--- config.mk ---
export PLATFORM = sky130hd
export DESIGN_NAME = cgmr_channel_gain_mute_regs
export DESIGN_NICKNAME = d
export VERILOG_FILES = /design/src/cgmr_channel_gain_mute_regs.v
export VERILOG_INCLUDE_DIRS = /design/src
export SDC_FILE = /design/constraint.sdc
export NUM_CORES = 1
export LEC_CHECK = 0
export BUFFER_PORTS_ARGS = -buffer_cell sky130_fd_sc_hd__buf_2
export CAP_MARGIN = 20
export CORE_MARGIN = 5
export CORE_UTILIZATION = 65
export DETAILED_ROUTE_END_ITERATION = 10
export GPL_TIMING_DRIVEN = 0
export PLACE_DENSITY = 0.84
export RECOVER_POWER = 25
export SYNTH_ARGS = -nofsm -noshare
export SYNTH_HDL_FRONTEND = slang
export SYNTH_SLANG_ARGS = --single-unit
--- constraint.sdc ---
create_clock -name clk -period 15.6 [get_ports clk]
set_clock_uncertainty 0.15 [all_clocks]
set_input_delay 2.34 -clock clk [delete_from_list [all_inputs] [get_ports clk]]
set_output_delay 2.34 -clock clk [all_outputs]
set_load 0.02 [all_outputs]
--- src/cgmr_regs.vh ---
// register offsets, field positions, reset values and timing counts
`ifndef CGMR_REGS_VH
`define CGMR_REGS_VH
`define CGMR_OFS_GAIN_FIRST 8'h01
`define CGMR_OFS_GAIN_LAST  8'h08
`define CGMR_OFS_FINE       8'h09
`define CGMR_OFS_SILENCE    8'h0a
`define CGMR_OFS_SETUP1     8'h0b
`define CGMR_OFS_SETUP2     8'h0c
`define CGMR_RST_GAIN       8'hd2
`define CGMR_RST_FINE       8'h00
`define CGMR_RST_SILENCE    8'h00
`define CGMR_RST_SETUP1     8'h20
`define CGMR_RST_SETUP2     8'h0d
`define CGMR_BIT_PIN_GATE   5
`define CGMR_BIT_PIN_LEVEL  4
`define CGMR_UNITY_CODE     8'hd2
`define CGMR_GAIN_MIN       9'h024
`define CGMR_GAIN_MAX       9'h1fc
`define CGMR_ZC_NOW         2'b00
`define CGMR_ZC_DISCARD     2'b01
`define CGMR_ZC_FLUSH       2'b10
`define CGMR_CLK_KHZ        40000
`define CGMR_CYC_PER_MS     (`CGMR_CLK_KHZ / 1000 * 1000)
`endif

--- src/cgmr_channel_gain_mute_regs.v ---
// register bank for per-channel gain, quarter steps, mutes and pairing
`timescale 1ns/10ps
`include "cgmr_regs.vh"
// Operation
// RULE1: eight 8-bit half-dB gain registers
// RULE2: code is twice dB plus 210
// RULE3: host rounds down, quarter via bit
// RULE4: out-of-range codes stored, output clamped
// RULE5: changes applied per zero-cross mode, time-out
// RULE6: quarter-step bit adds quarter dB
// RULE7: mute bit per channel, set mutes
// RULE8: pin gate enables external mute pin
// RULE9: polarity bit selects pin active level
// RULE10: paired channels follow lower channel registers
// RULE11: pair bits 3..0 tie 78,56,34,12
// RULE12: cleared pair bit gives independent channels
// RULE13: policy 00 now, 01 discard, 10 flush
// RULE14: time-out codes select 5..50 ms
// RULE15: mode 01 new change discards pending
// RULE16: mode 10 new change flushes pending
// RULE17: mute is bit OR gated synced pin
// RULE18: gain is code with quarter LSB, clamped
module cgmr_channel_gain_mute_regs #(
  parameter MS_CYCLES = `CGMR_CYC_PER_MS
) (
  input  wire        clk,
  input  wire        reset,
  input  wire        wr_en,
  input  wire [7:0]  wr_addr,
  input  wire [7:0]  wr_data,
  input  wire [7:0]  rd_addr,
  input  wire        silence_pin,
  input  wire [7:0]  zero_cross,
  output reg  [7:0]  rd_data,
  output reg  [71:0] gain_out,
  output reg  [7:0]  silence_out
);
  // time-out length in ms for each code
  function [5:0] tmo_ms;
    input [2:0] c;
    begin
      case (c)
        3'd0: tmo_ms = 6'd5;
        3'd1: tmo_ms = 6'd10;
        3'd2: tmo_ms = 6'd15;
        3'd3: tmo_ms = 6'd18;
        3'd4: tmo_ms = 6'd20;
        3'd5: tmo_ms = 6'd30;
        3'd6: tmo_ms = 6'd40;
        default: tmo_ms = 6'd50;
      endcase
    end
  endfunction
  // out-of-range codes stay legal, only the output is bounded
  // quarter-dB code with clamp to analog range
  function [8:0] clamp_gain;
    input [7:0] code;
    input       q;
    reg   [8:0] v;
    begin
      v = {code, q};
      if (v < `CGMR_GAIN_MIN)
        clamp_gain = `CGMR_GAIN_MIN;
      else if (v > `CGMR_GAIN_MAX)
        clamp_gain = `CGMR_GAIN_MAX;
      else
        clamp_gain = v;
    end
  endfunction
  // true for the eight per-channel gain offsets
  function is_gain_ofs;
    input [7:0] a;
    begin
      is_gain_ofs = (a >= `CGMR_OFS_GAIN_FIRST) && (a <= `CGMR_OFS_GAIN_LAST);
    end
  endfunction
  // channel index of a gain offset, offset 1 is channel 1
  function [2:0] gain_idx;
    input [7:0] a;
    begin
      gain_idx = a[2:0] - 3'd1;
    end
  endfunction

  // host-visible register storage and pin sync flops
  reg  [7:0]  gain_reg [0:7];
  reg  [7:0]  fine_step_bit_reg;
  reg  [7:0]  chan_silence_bit_reg;
  reg  [7:0]  setup1_reg;
  reg  [7:0]  setup2_reg;
  reg         pin_meta_reg;
  reg         pin_sync_reg;
  // per-channel targets and zero-cross state
  reg  [8:0]  target [0:7];
  reg  [8:0]  pend_reg [0:7];
  reg  [7:0]  pending_reg;
  reg  [21:0] tmo_cnt_reg [0:7];
  reg  [7:0]  silence_pre;
  wire [1:0]  zero_cross_policy = setup2_reg[1:0];
  wire [3:0]  pair_link = setup1_reg[3:0];
  // wait length in clock cycles for the selected code
  wire [21:0] tmo_limit = tmo_ms(setup2_reg[4:2]) * MS_CYCLES[21:0];
  // reserved policy code behaves as immediate
  wire        policy_now = (zero_cross_policy == `CGMR_ZC_NOW) || (zero_cross_policy == 2'b11);
  wire        pin_active;
  integer     i;
  integer     j;
  integer     k;

  // register writes and readback
  always @(posedge clk) begin
    if (reset) begin
      // gain codes start at unity, pin gate starts on
      for (i = 0; i < 8; i = i + 1)
        gain_reg[i] <= `CGMR_RST_GAIN; // see RULE1
      fine_step_bit_reg    <= `CGMR_RST_FINE; // see RULE6
      chan_silence_bit_reg <= `CGMR_RST_SILENCE; // see RULE7
      setup1_reg           <= `CGMR_RST_SETUP1;
      setup2_reg           <= `CGMR_RST_SETUP2;
      rd_data              <= 8'h00;
    end else begin
      // unmapped offsets fall through untouched
      if (wr_en) begin
        if (is_gain_ofs(wr_addr))
          gain_reg[gain_idx(wr_addr)] <= wr_data; // see RULE4
        if (wr_addr == `CGMR_OFS_FINE)
          fine_step_bit_reg <= wr_data;
        if (wr_addr == `CGMR_OFS_SILENCE)
          chan_silence_bit_reg <= wr_data;
        if (wr_addr == `CGMR_OFS_SETUP1)
          setup1_reg <= {2'b00, wr_data[5:0]}; // reserved bits read zero
        if (wr_addr == `CGMR_OFS_SETUP2)
          setup2_reg <= {3'b000, wr_data[4:0]};
      end
      // readback, one cycle behind rd_addr
      if (is_gain_ofs(rd_addr))
        rd_data <= gain_reg[gain_idx(rd_addr)];
      else if (rd_addr == `CGMR_OFS_FINE)
        rd_data <= fine_step_bit_reg;
      else if (rd_addr == `CGMR_OFS_SILENCE)
        rd_data <= chan_silence_bit_reg;
      else if (rd_addr == `CGMR_OFS_SETUP1)
        rd_data <= setup1_reg;
      else if (rd_addr == `CGMR_OFS_SETUP2)
        rd_data <= setup2_reg;
      else
        rd_data <= 8'h00;
    end
  end

  // two-stage sync of the external mute pin
  // flops reset to the idle high level, no false mute after reset
  always @(posedge clk) begin
    if (reset) begin
      pin_meta_reg <= 1'b1;
      pin_sync_reg <= 1'b1;
    end else begin
      pin_meta_reg <= silence_pin;
      pin_sync_reg <= pin_meta_reg; // see RULE17
    end
  end

  // gated, polarity-corrected pin
  assign pin_active = setup1_reg[`CGMR_BIT_PIN_GATE] & // see RULE8
    (pin_sync_reg == setup1_reg[`CGMR_BIT_PIN_LEVEL]); // see RULE9

  // select source channel per pairing, form targets
  always @* begin
    // odd channel of a linked pair copies its lower partner
    for (j = 0; j < 8; j = j + 1) begin
      if (j[0] && pair_link[j >> 1]) begin // see RULE10 see RULE11
        target[j]      = clamp_gain(gain_reg[j - 1], fine_step_bit_reg[j - 1]);
        silence_pre[j] = chan_silence_bit_reg[j - 1];
      end else begin // see RULE12
        target[j]      = clamp_gain(gain_reg[j], fine_step_bit_reg[j]); // see RULE18
        silence_pre[j] = chan_silence_bit_reg[j];
      end
    end
  end

  // per-channel zero-cross application and time-out
  always @(posedge clk) begin
    if (reset) begin
      for (k = 0; k < 8; k = k + 1) begin
        gain_out[k*9 +: 9] <= {`CGMR_UNITY_CODE, 1'b0}; // see RULE2
        pend_reg[k]        <= {`CGMR_UNITY_CODE, 1'b0};
        tmo_cnt_reg[k]     <= 22'd0;
      end
      pending_reg <= 8'h00;
      silence_out <= 8'h00;
    end else begin
      for (k = 0; k < 8; k = k + 1) begin
        // mute is never delayed by the zero-cross policy
        silence_out[k] <= silence_pre[k] | pin_active; // see RULE17
        if (policy_now) begin
          // immediate policy, nothing left pending
          gain_out[k*9 +: 9] <= target[k]; // see RULE13
          pending_reg[k]     <= 1'b0;
        end else if (target[k] != (pending_reg[k] ? pend_reg[k] : gain_out[k*9 +: 9])) begin
          // new change: flush or drop the older pending one
          if (pending_reg[k] && zero_cross_policy == `CGMR_ZC_FLUSH) begin
            gain_out[k*9 +: 9] <= pend_reg[k]; // see RULE16
          end
          pend_reg[k]    <= target[k]; // see RULE15
          pending_reg[k] <= 1'b1;
          tmo_cnt_reg[k] <= 22'd0; // see RULE5
        end else if (pending_reg[k]) begin
          // apply at a crossing or once the wait runs out
          if (zero_cross[k] || tmo_cnt_reg[k] + 22'd1 >= tmo_limit) begin // see RULE14
            gain_out[k*9 +: 9] <= pend_reg[k];
            pending_reg[k]     <= 1'b0;
          end else begin
            tmo_cnt_reg[k] <= tmo_cnt_reg[k] + 22'd1;
          end
        end
      end
    end
  end
endmodule // cgmr_channel_gain_mute_regs

=== Yosys cells after proc, flatten, opt, wreduce, memory -nomap -nowiden ===
Memory sizes are Yosys's and may differ from the RTL's.
Cells that the tools add are included.

* Output and inout port bits: 88
* RAM bits: 312
* Memories: 3
* Register bits after elaboration: 125
* Bits of input ports: 36

{| class="wikitable"
|+ Memory list
! memory !! words !! bits a word !! read ports !! clocked after Yosys merged registers in !! write ports !! line !! RTL
|-
| tmo_cnt_reg || 8 || 22 || 8 || 0 || 8 || cgmr_channel_gain_mute_regs.v:97 || <nowiki>reg [21:0] tmo_cnt_reg [0:7];</nowiki>
|-
| pend_reg || 8 || 9 || 8 || 0 || 8 || cgmr_channel_gain_mute_regs.v:95 || <nowiki>reg [8:0] pend_reg [0:7];</nowiki>
|-
| gain_reg || 8 || 8 || 9 || 0 || 8 || cgmr_channel_gain_mute_regs.v:86 || <nowiki>reg [7:0] gain_reg [0:7];</nowiki>
|}

* Add/subtract/negate cells: 10
* Bitwise gates (word level): 33
* Multiply operators: 1
* Order comparisons: 28
* Reductions and logical operators: 51
* Muxes and demuxes: 199
* Equality and inequality tests: 33

{| class="wikitable"
|+ Operators by type and width
! cell !! number
|-
| $mux 9 || 76
|-
| $mux 22 || 16
|-
| $add 22x1->22 const B || 8
|-
| $ge 22x22->1 || 8
|-
| $mux 1 || 99
|-
| $gt 9x9->1 const B || 8
|-
| $lt 9x6->1 const B || 8
|-
| $ne 9x9->1 || 8
|-
| $eq 8x4->1 const B || 8
|-
| $reduce_bool 3->1 || 16
|-
| $pmux 6 s7 || 1
|-
| $mux 8 || 4
|-
| $or 1x1->1 || 32
|-
| $ne 3x2->1 const B || 8
|-
| $reduce_and 3->1 || 8
|-
| $ge 8x1->1 const B || 2
|-
| $le 8x4->1 const B || 2
|-
| $mul 6x10->16 const B || 1
|-
| $logic_and 1x1->1 || 10
|-
| $eq 3x3->1 const B || 3
|-
| $logic_or 1x1->1 || 9
|-
| $reduce_and 2->1 || 4
|-
| $reduce_or 8->1 || 1
|-
| $eq 3x2->1 const B || 2
|-
| 11 further kinds || 13
|}

=== Longest topological paths before layout ===
* Depth in word-level cells: 12
* Mapped depth: 27

=== Worst setup path after synthesis ===
OpenSTA, ideal clock, no wires.

* Kind: register to register
* Start point: register setup2_reg[3]
* End point: memory tmo_cnt_reg[0][0] (enable)
* Stages on the path, launching flop included: 24
* Data arrival time: 6583 ps
* Path buffers: 1
* Data required time: 15044 ps
* Slack: 8461 ps
* Period minus slack after synthesis: 7139 ps
* Cells stage by stage: dfxtp_1 -> buf_2 -> inv_1 -> ha_1 -> nor3_1 -> a21boi_0 -> o32ai_1 -> inv_1 -> fa_1 -> fa_1 -> ha_1 -> o21a_1 -> or3_1 -> nand3_1 -> ha_1 -> o21a_1 -> o21ai_0 -> a21oi_1 -> nor3_1 -> maj3_1 -> a221oi_1 -> o21ai_1 -> nand4_1 -> o21bai_1

{| class="wikitable"
|+ RTL lines
! what !! line !! RTL
|-
| start, declared || cgmr_channel_gain_mute_regs.v:90 || <nowiki>reg [7:0] setup2_reg;</nowiki>
|-
| start signal, assigned || cgmr_channel_gain_mute_regs.v:119 || <nowiki>setup2_reg <= `CGMR_RST_SETUP2;</nowiki>
|-
| start signal, assigned || cgmr_channel_gain_mute_regs.v:133 || <nowiki>setup2_reg <= {3'b000, wr_data[4:0]};</nowiki>
|-
| end, declared || cgmr_channel_gain_mute_regs.v:97 ||
|}

==> impl_metrics.toml <==
[route]
drt-wirelength-per-cell_um = 23.2
first_iter_violations = 2837
drtAntennaViolNets = 0
drcViolationCount = 0
via_per_inst = 6.62
vias = 23100
wl_mm = 81.2
first_pass_iters = 6

[synthesis]
synth_edf_count = 312
async_flop_share = 0
ys_seq_area_frac = 0.437
syn_nets = 2904
synth.distinct_cells = 87
synth_seq_cells = 437
synth_cells = 2723
postSynthAreaPerCell_um2 = 9.98
syn_area_um2 = 27200
yosys_warnings = 0
synthFlopType = "edfxtp_1"

[hold_path]
min_from = "pin_meta_reg"
hold_path_depth = 1
min_to = "pin_sync_reg"
hold_class = "reg -> reg"

[floorplan]
die_area_um2 = 46000
num_rows = 75
die_h_um = 214
core-area_um2 = 41700
io_pins = 124
die_x_um = 214
start_util = 0.652

[timing]
hold_viol = 0
timing.hold.ws_ns = 0.270
fmax_mhz = 121
drv_slew = 19
setup-violations-final = 0
fin_ws_ns = 7.31
min_period_ns = 8.29
worst_pin_slew_ns = 1.61
min_period_over_period = 0.531
rsz0062_at_grt = "false"
max_slew_margin = -0.0836
setup-tns-final_ns = 0

[placement]
dp_cells = 3397
place_hpwl_mm = 59.5
place_ws_ns = 7.39
place_congestion = 0.972
port_buffers = 120

[cts]
cts_max_path_buffers = 3
numCtsBuffers = 49
cts_resized = 0
cts_tree = "done"
holdBufCountCts = 0
cts_setup_buffers = 0
clkTransAtPathRegs_ns = 0.06
cts-root-buf = "clkbuf_16"
htreeDepth = 2
insertion_delay_ns = 0.63
cts_num_sinks = 437

[pwr]
power.internal_w = 0.00200
p_per_area_nw_per_um2 = 87.6
netSwitchingFraction = 0.243
vdd_drop_max_mv = 0.0935
seqPwrFrac = 0.489
p_clk_frac = 0.445
pwr-share-comb = 0.066
p_sw_w = 0.000640
leakagePower_nw = 11.8

[cells_and_area]
stdcell_count = 3492
diodes = 0
nets = 3093
largest_reg_flops = 176
areaGrowthSynthToFinish_pct = 10.9
layout-drive-gt1-share = 0.0731

[grt]
track_usage = 0.339
grt.overflow.total = 0
antenna_found_initial = 0
grt_pass1_vias = 22700
grt_pass1_wl_mm = 125
grt_max_degree = 23

[job]
cap_violations = 2

[critical_path]
cp_slowest_stage_delay_ns = 0.70
r2r_slack_ns = 7.31
cp_max_fo = 22
worstSetupStartpointType = "flop"
reg2reg_depth = 23
timing.critical_path.cells = "buf_2, inv_1, ha_1, nor3_1, a21boi_0, o32ai_2, inv_1, fa_1, fa_1, ha_1, nand2b_1, a21oi_1, or3_1, nand3_1, ha_1, nand3_1, or4_1, o31ai_1, o21ai_0, a31oi_1, nor4_2, o2111ai_1, nand2b_1"
arrival_ns = 8.26
critPathSlowestCell = "nand2b_1"
criticalPathCategory = "reg -> reg"
crit_required_ns = 15.57
cp_common_cell = "ha_1"
r2r-end = "tmo_cnt_reg[1][32]"
r2r_start = "setup2_reg[3]"
end_kind = "flop"

[status]
status = "finished with violations"
violations = "max-capacitance violations, max-slew violations"
[layer usage]
metal,GRT usage,wire length (µm)
met5,0,0
met4,0.198,5290
met3,0.0594,7450
met2,0.564,38000
met1,0.418,30400
[metrics by stage]
stage	area [µm²]	power, W	utilization
after global routing	30100	0.00271	0.723
after floorplan	27200	0.00142	-
final	30100	0.00264	0.723
after CTS	30200	0.00264	0.726
after detailed placement	28600	0.00148	0.687
after global placement	28400	0.00148	0.683
[layout make-up]
type / count / area [µm²]
clock inverters: 24 / 228
well taps: 539 / 674
clock buffers: 68 / 1390
repair buffers: 138 / 657
plain buffers: 138 / 567
multi-input cells: 2095 / 14600
inverters: 53 / 199
flip-flops and latches: 437 / 11900
fillers: 3062 / 11500
[cell families (layout without fill, tap and decap cells)]
logic type	count (synthesis)	in the layout	synth area share
simple gates	1101	1101	0.207
flops	437	437	0.437
compound gates	430	430	0.109
xor+xnor	247	247	0.0801
buf+inv	191	421	0.0282
mux	170	170	0.0703
fa+ha+maj	147	147	0.0683
[power by group through the flow]
stage | clock network [W] | logic, W | registers, W
after global routing | 0.00123 | 0.000187 | 0.00129
final | 0.00117 | 0.000175 | 0.00129
after global placement | 0 | 0.000165 | 0.00131
after detailed placement | 0 | 0.000170 | 0.00131
after CTS | 0.00118 | 0.000171 | 0.00129
after floorplan | 0 | 0.000117 | 0.00130
[worst max path at each step]
stage	depth (start not counted)	from	slack, ns	endpoint
finish	23	setup2_reg[3]	7.31	tmo_cnt_reg[1][32]
CTS	24	setup2_reg[3]	7.30	tmo_cnt_reg[0][44]
floorplan	23	setup2_reg[3]	8.46	tmo_cnt_reg[0][0]
global route	23	setup2_reg[3]	6.94	tmo_cnt_reg[1][32]
detailed placement	24	setup2_reg[3]	7.39	tmo_cnt_reg[0][57]
global placement	24	setup2_reg[3]	5.45	tmo_cnt_reg[0][26]
[worst max-delay path, delay by kind of cell, from the launching register on]
kind / cells / cell delay, ns
adder cells (fa/ha/maj): 5 / 2.21
buffers and inverters: 3 / 0.58
AND/OR/NAND/NOR: 8 / 2.34
flip-flops: 1 / 0.34
AO/OA/AOI/OAI: 7 / 2.15
[placed cells by master, fill, tap and decap left out, drive strengths merged, types with 102 or more instances in the layout]
cell    synthesis  layout
edfxtp        312     312
nor2          293     293
clkbuf        104     265
nand2         191     191
mux2i         148     148
ha            142     142
dfxtp         125     125
xnor2         124     124
xor2          122     122
a21oi         108     108
nor2b         102     102
[synth_stat cells (20+ instances only)]
cell type | instances | area [µm²]
edfxtp_1 | 312 | 9370
nor2_1 | 293 | 1100
nand2_1 | 190 | 713
mux2i_1 | 148 | 1480
ha_1 | 142 | 1780
dfxtp_1 | 125 | 2500
xnor2_1 | 124 | 1090
xor2_1 | 122 | 1070
a21oi_1 | 107 | 536
clkbuf_1 | 104 | 390
nand3_1 | 95 | 475
nor2b_1 | 95 | 594
nand4_1 | 75 | 469
nor3_1 | 73 | 365
and2_1 | 59 | 369
o21ai_0 | 59 | 295
inv_1 | 51 | 191
and3_1 | 44 | 275
nand2b_1 | 37 | 231
a31oi_1 | 34 | 213
nor4_1 | 33 | 206
or3_1 | 29 | 181
o211ai_1 | 22 | 165
a211oi_1 | 20 | 150
and4_1 | 20 | 175
No activity file was read; power rests on OpenSTA's default activity.
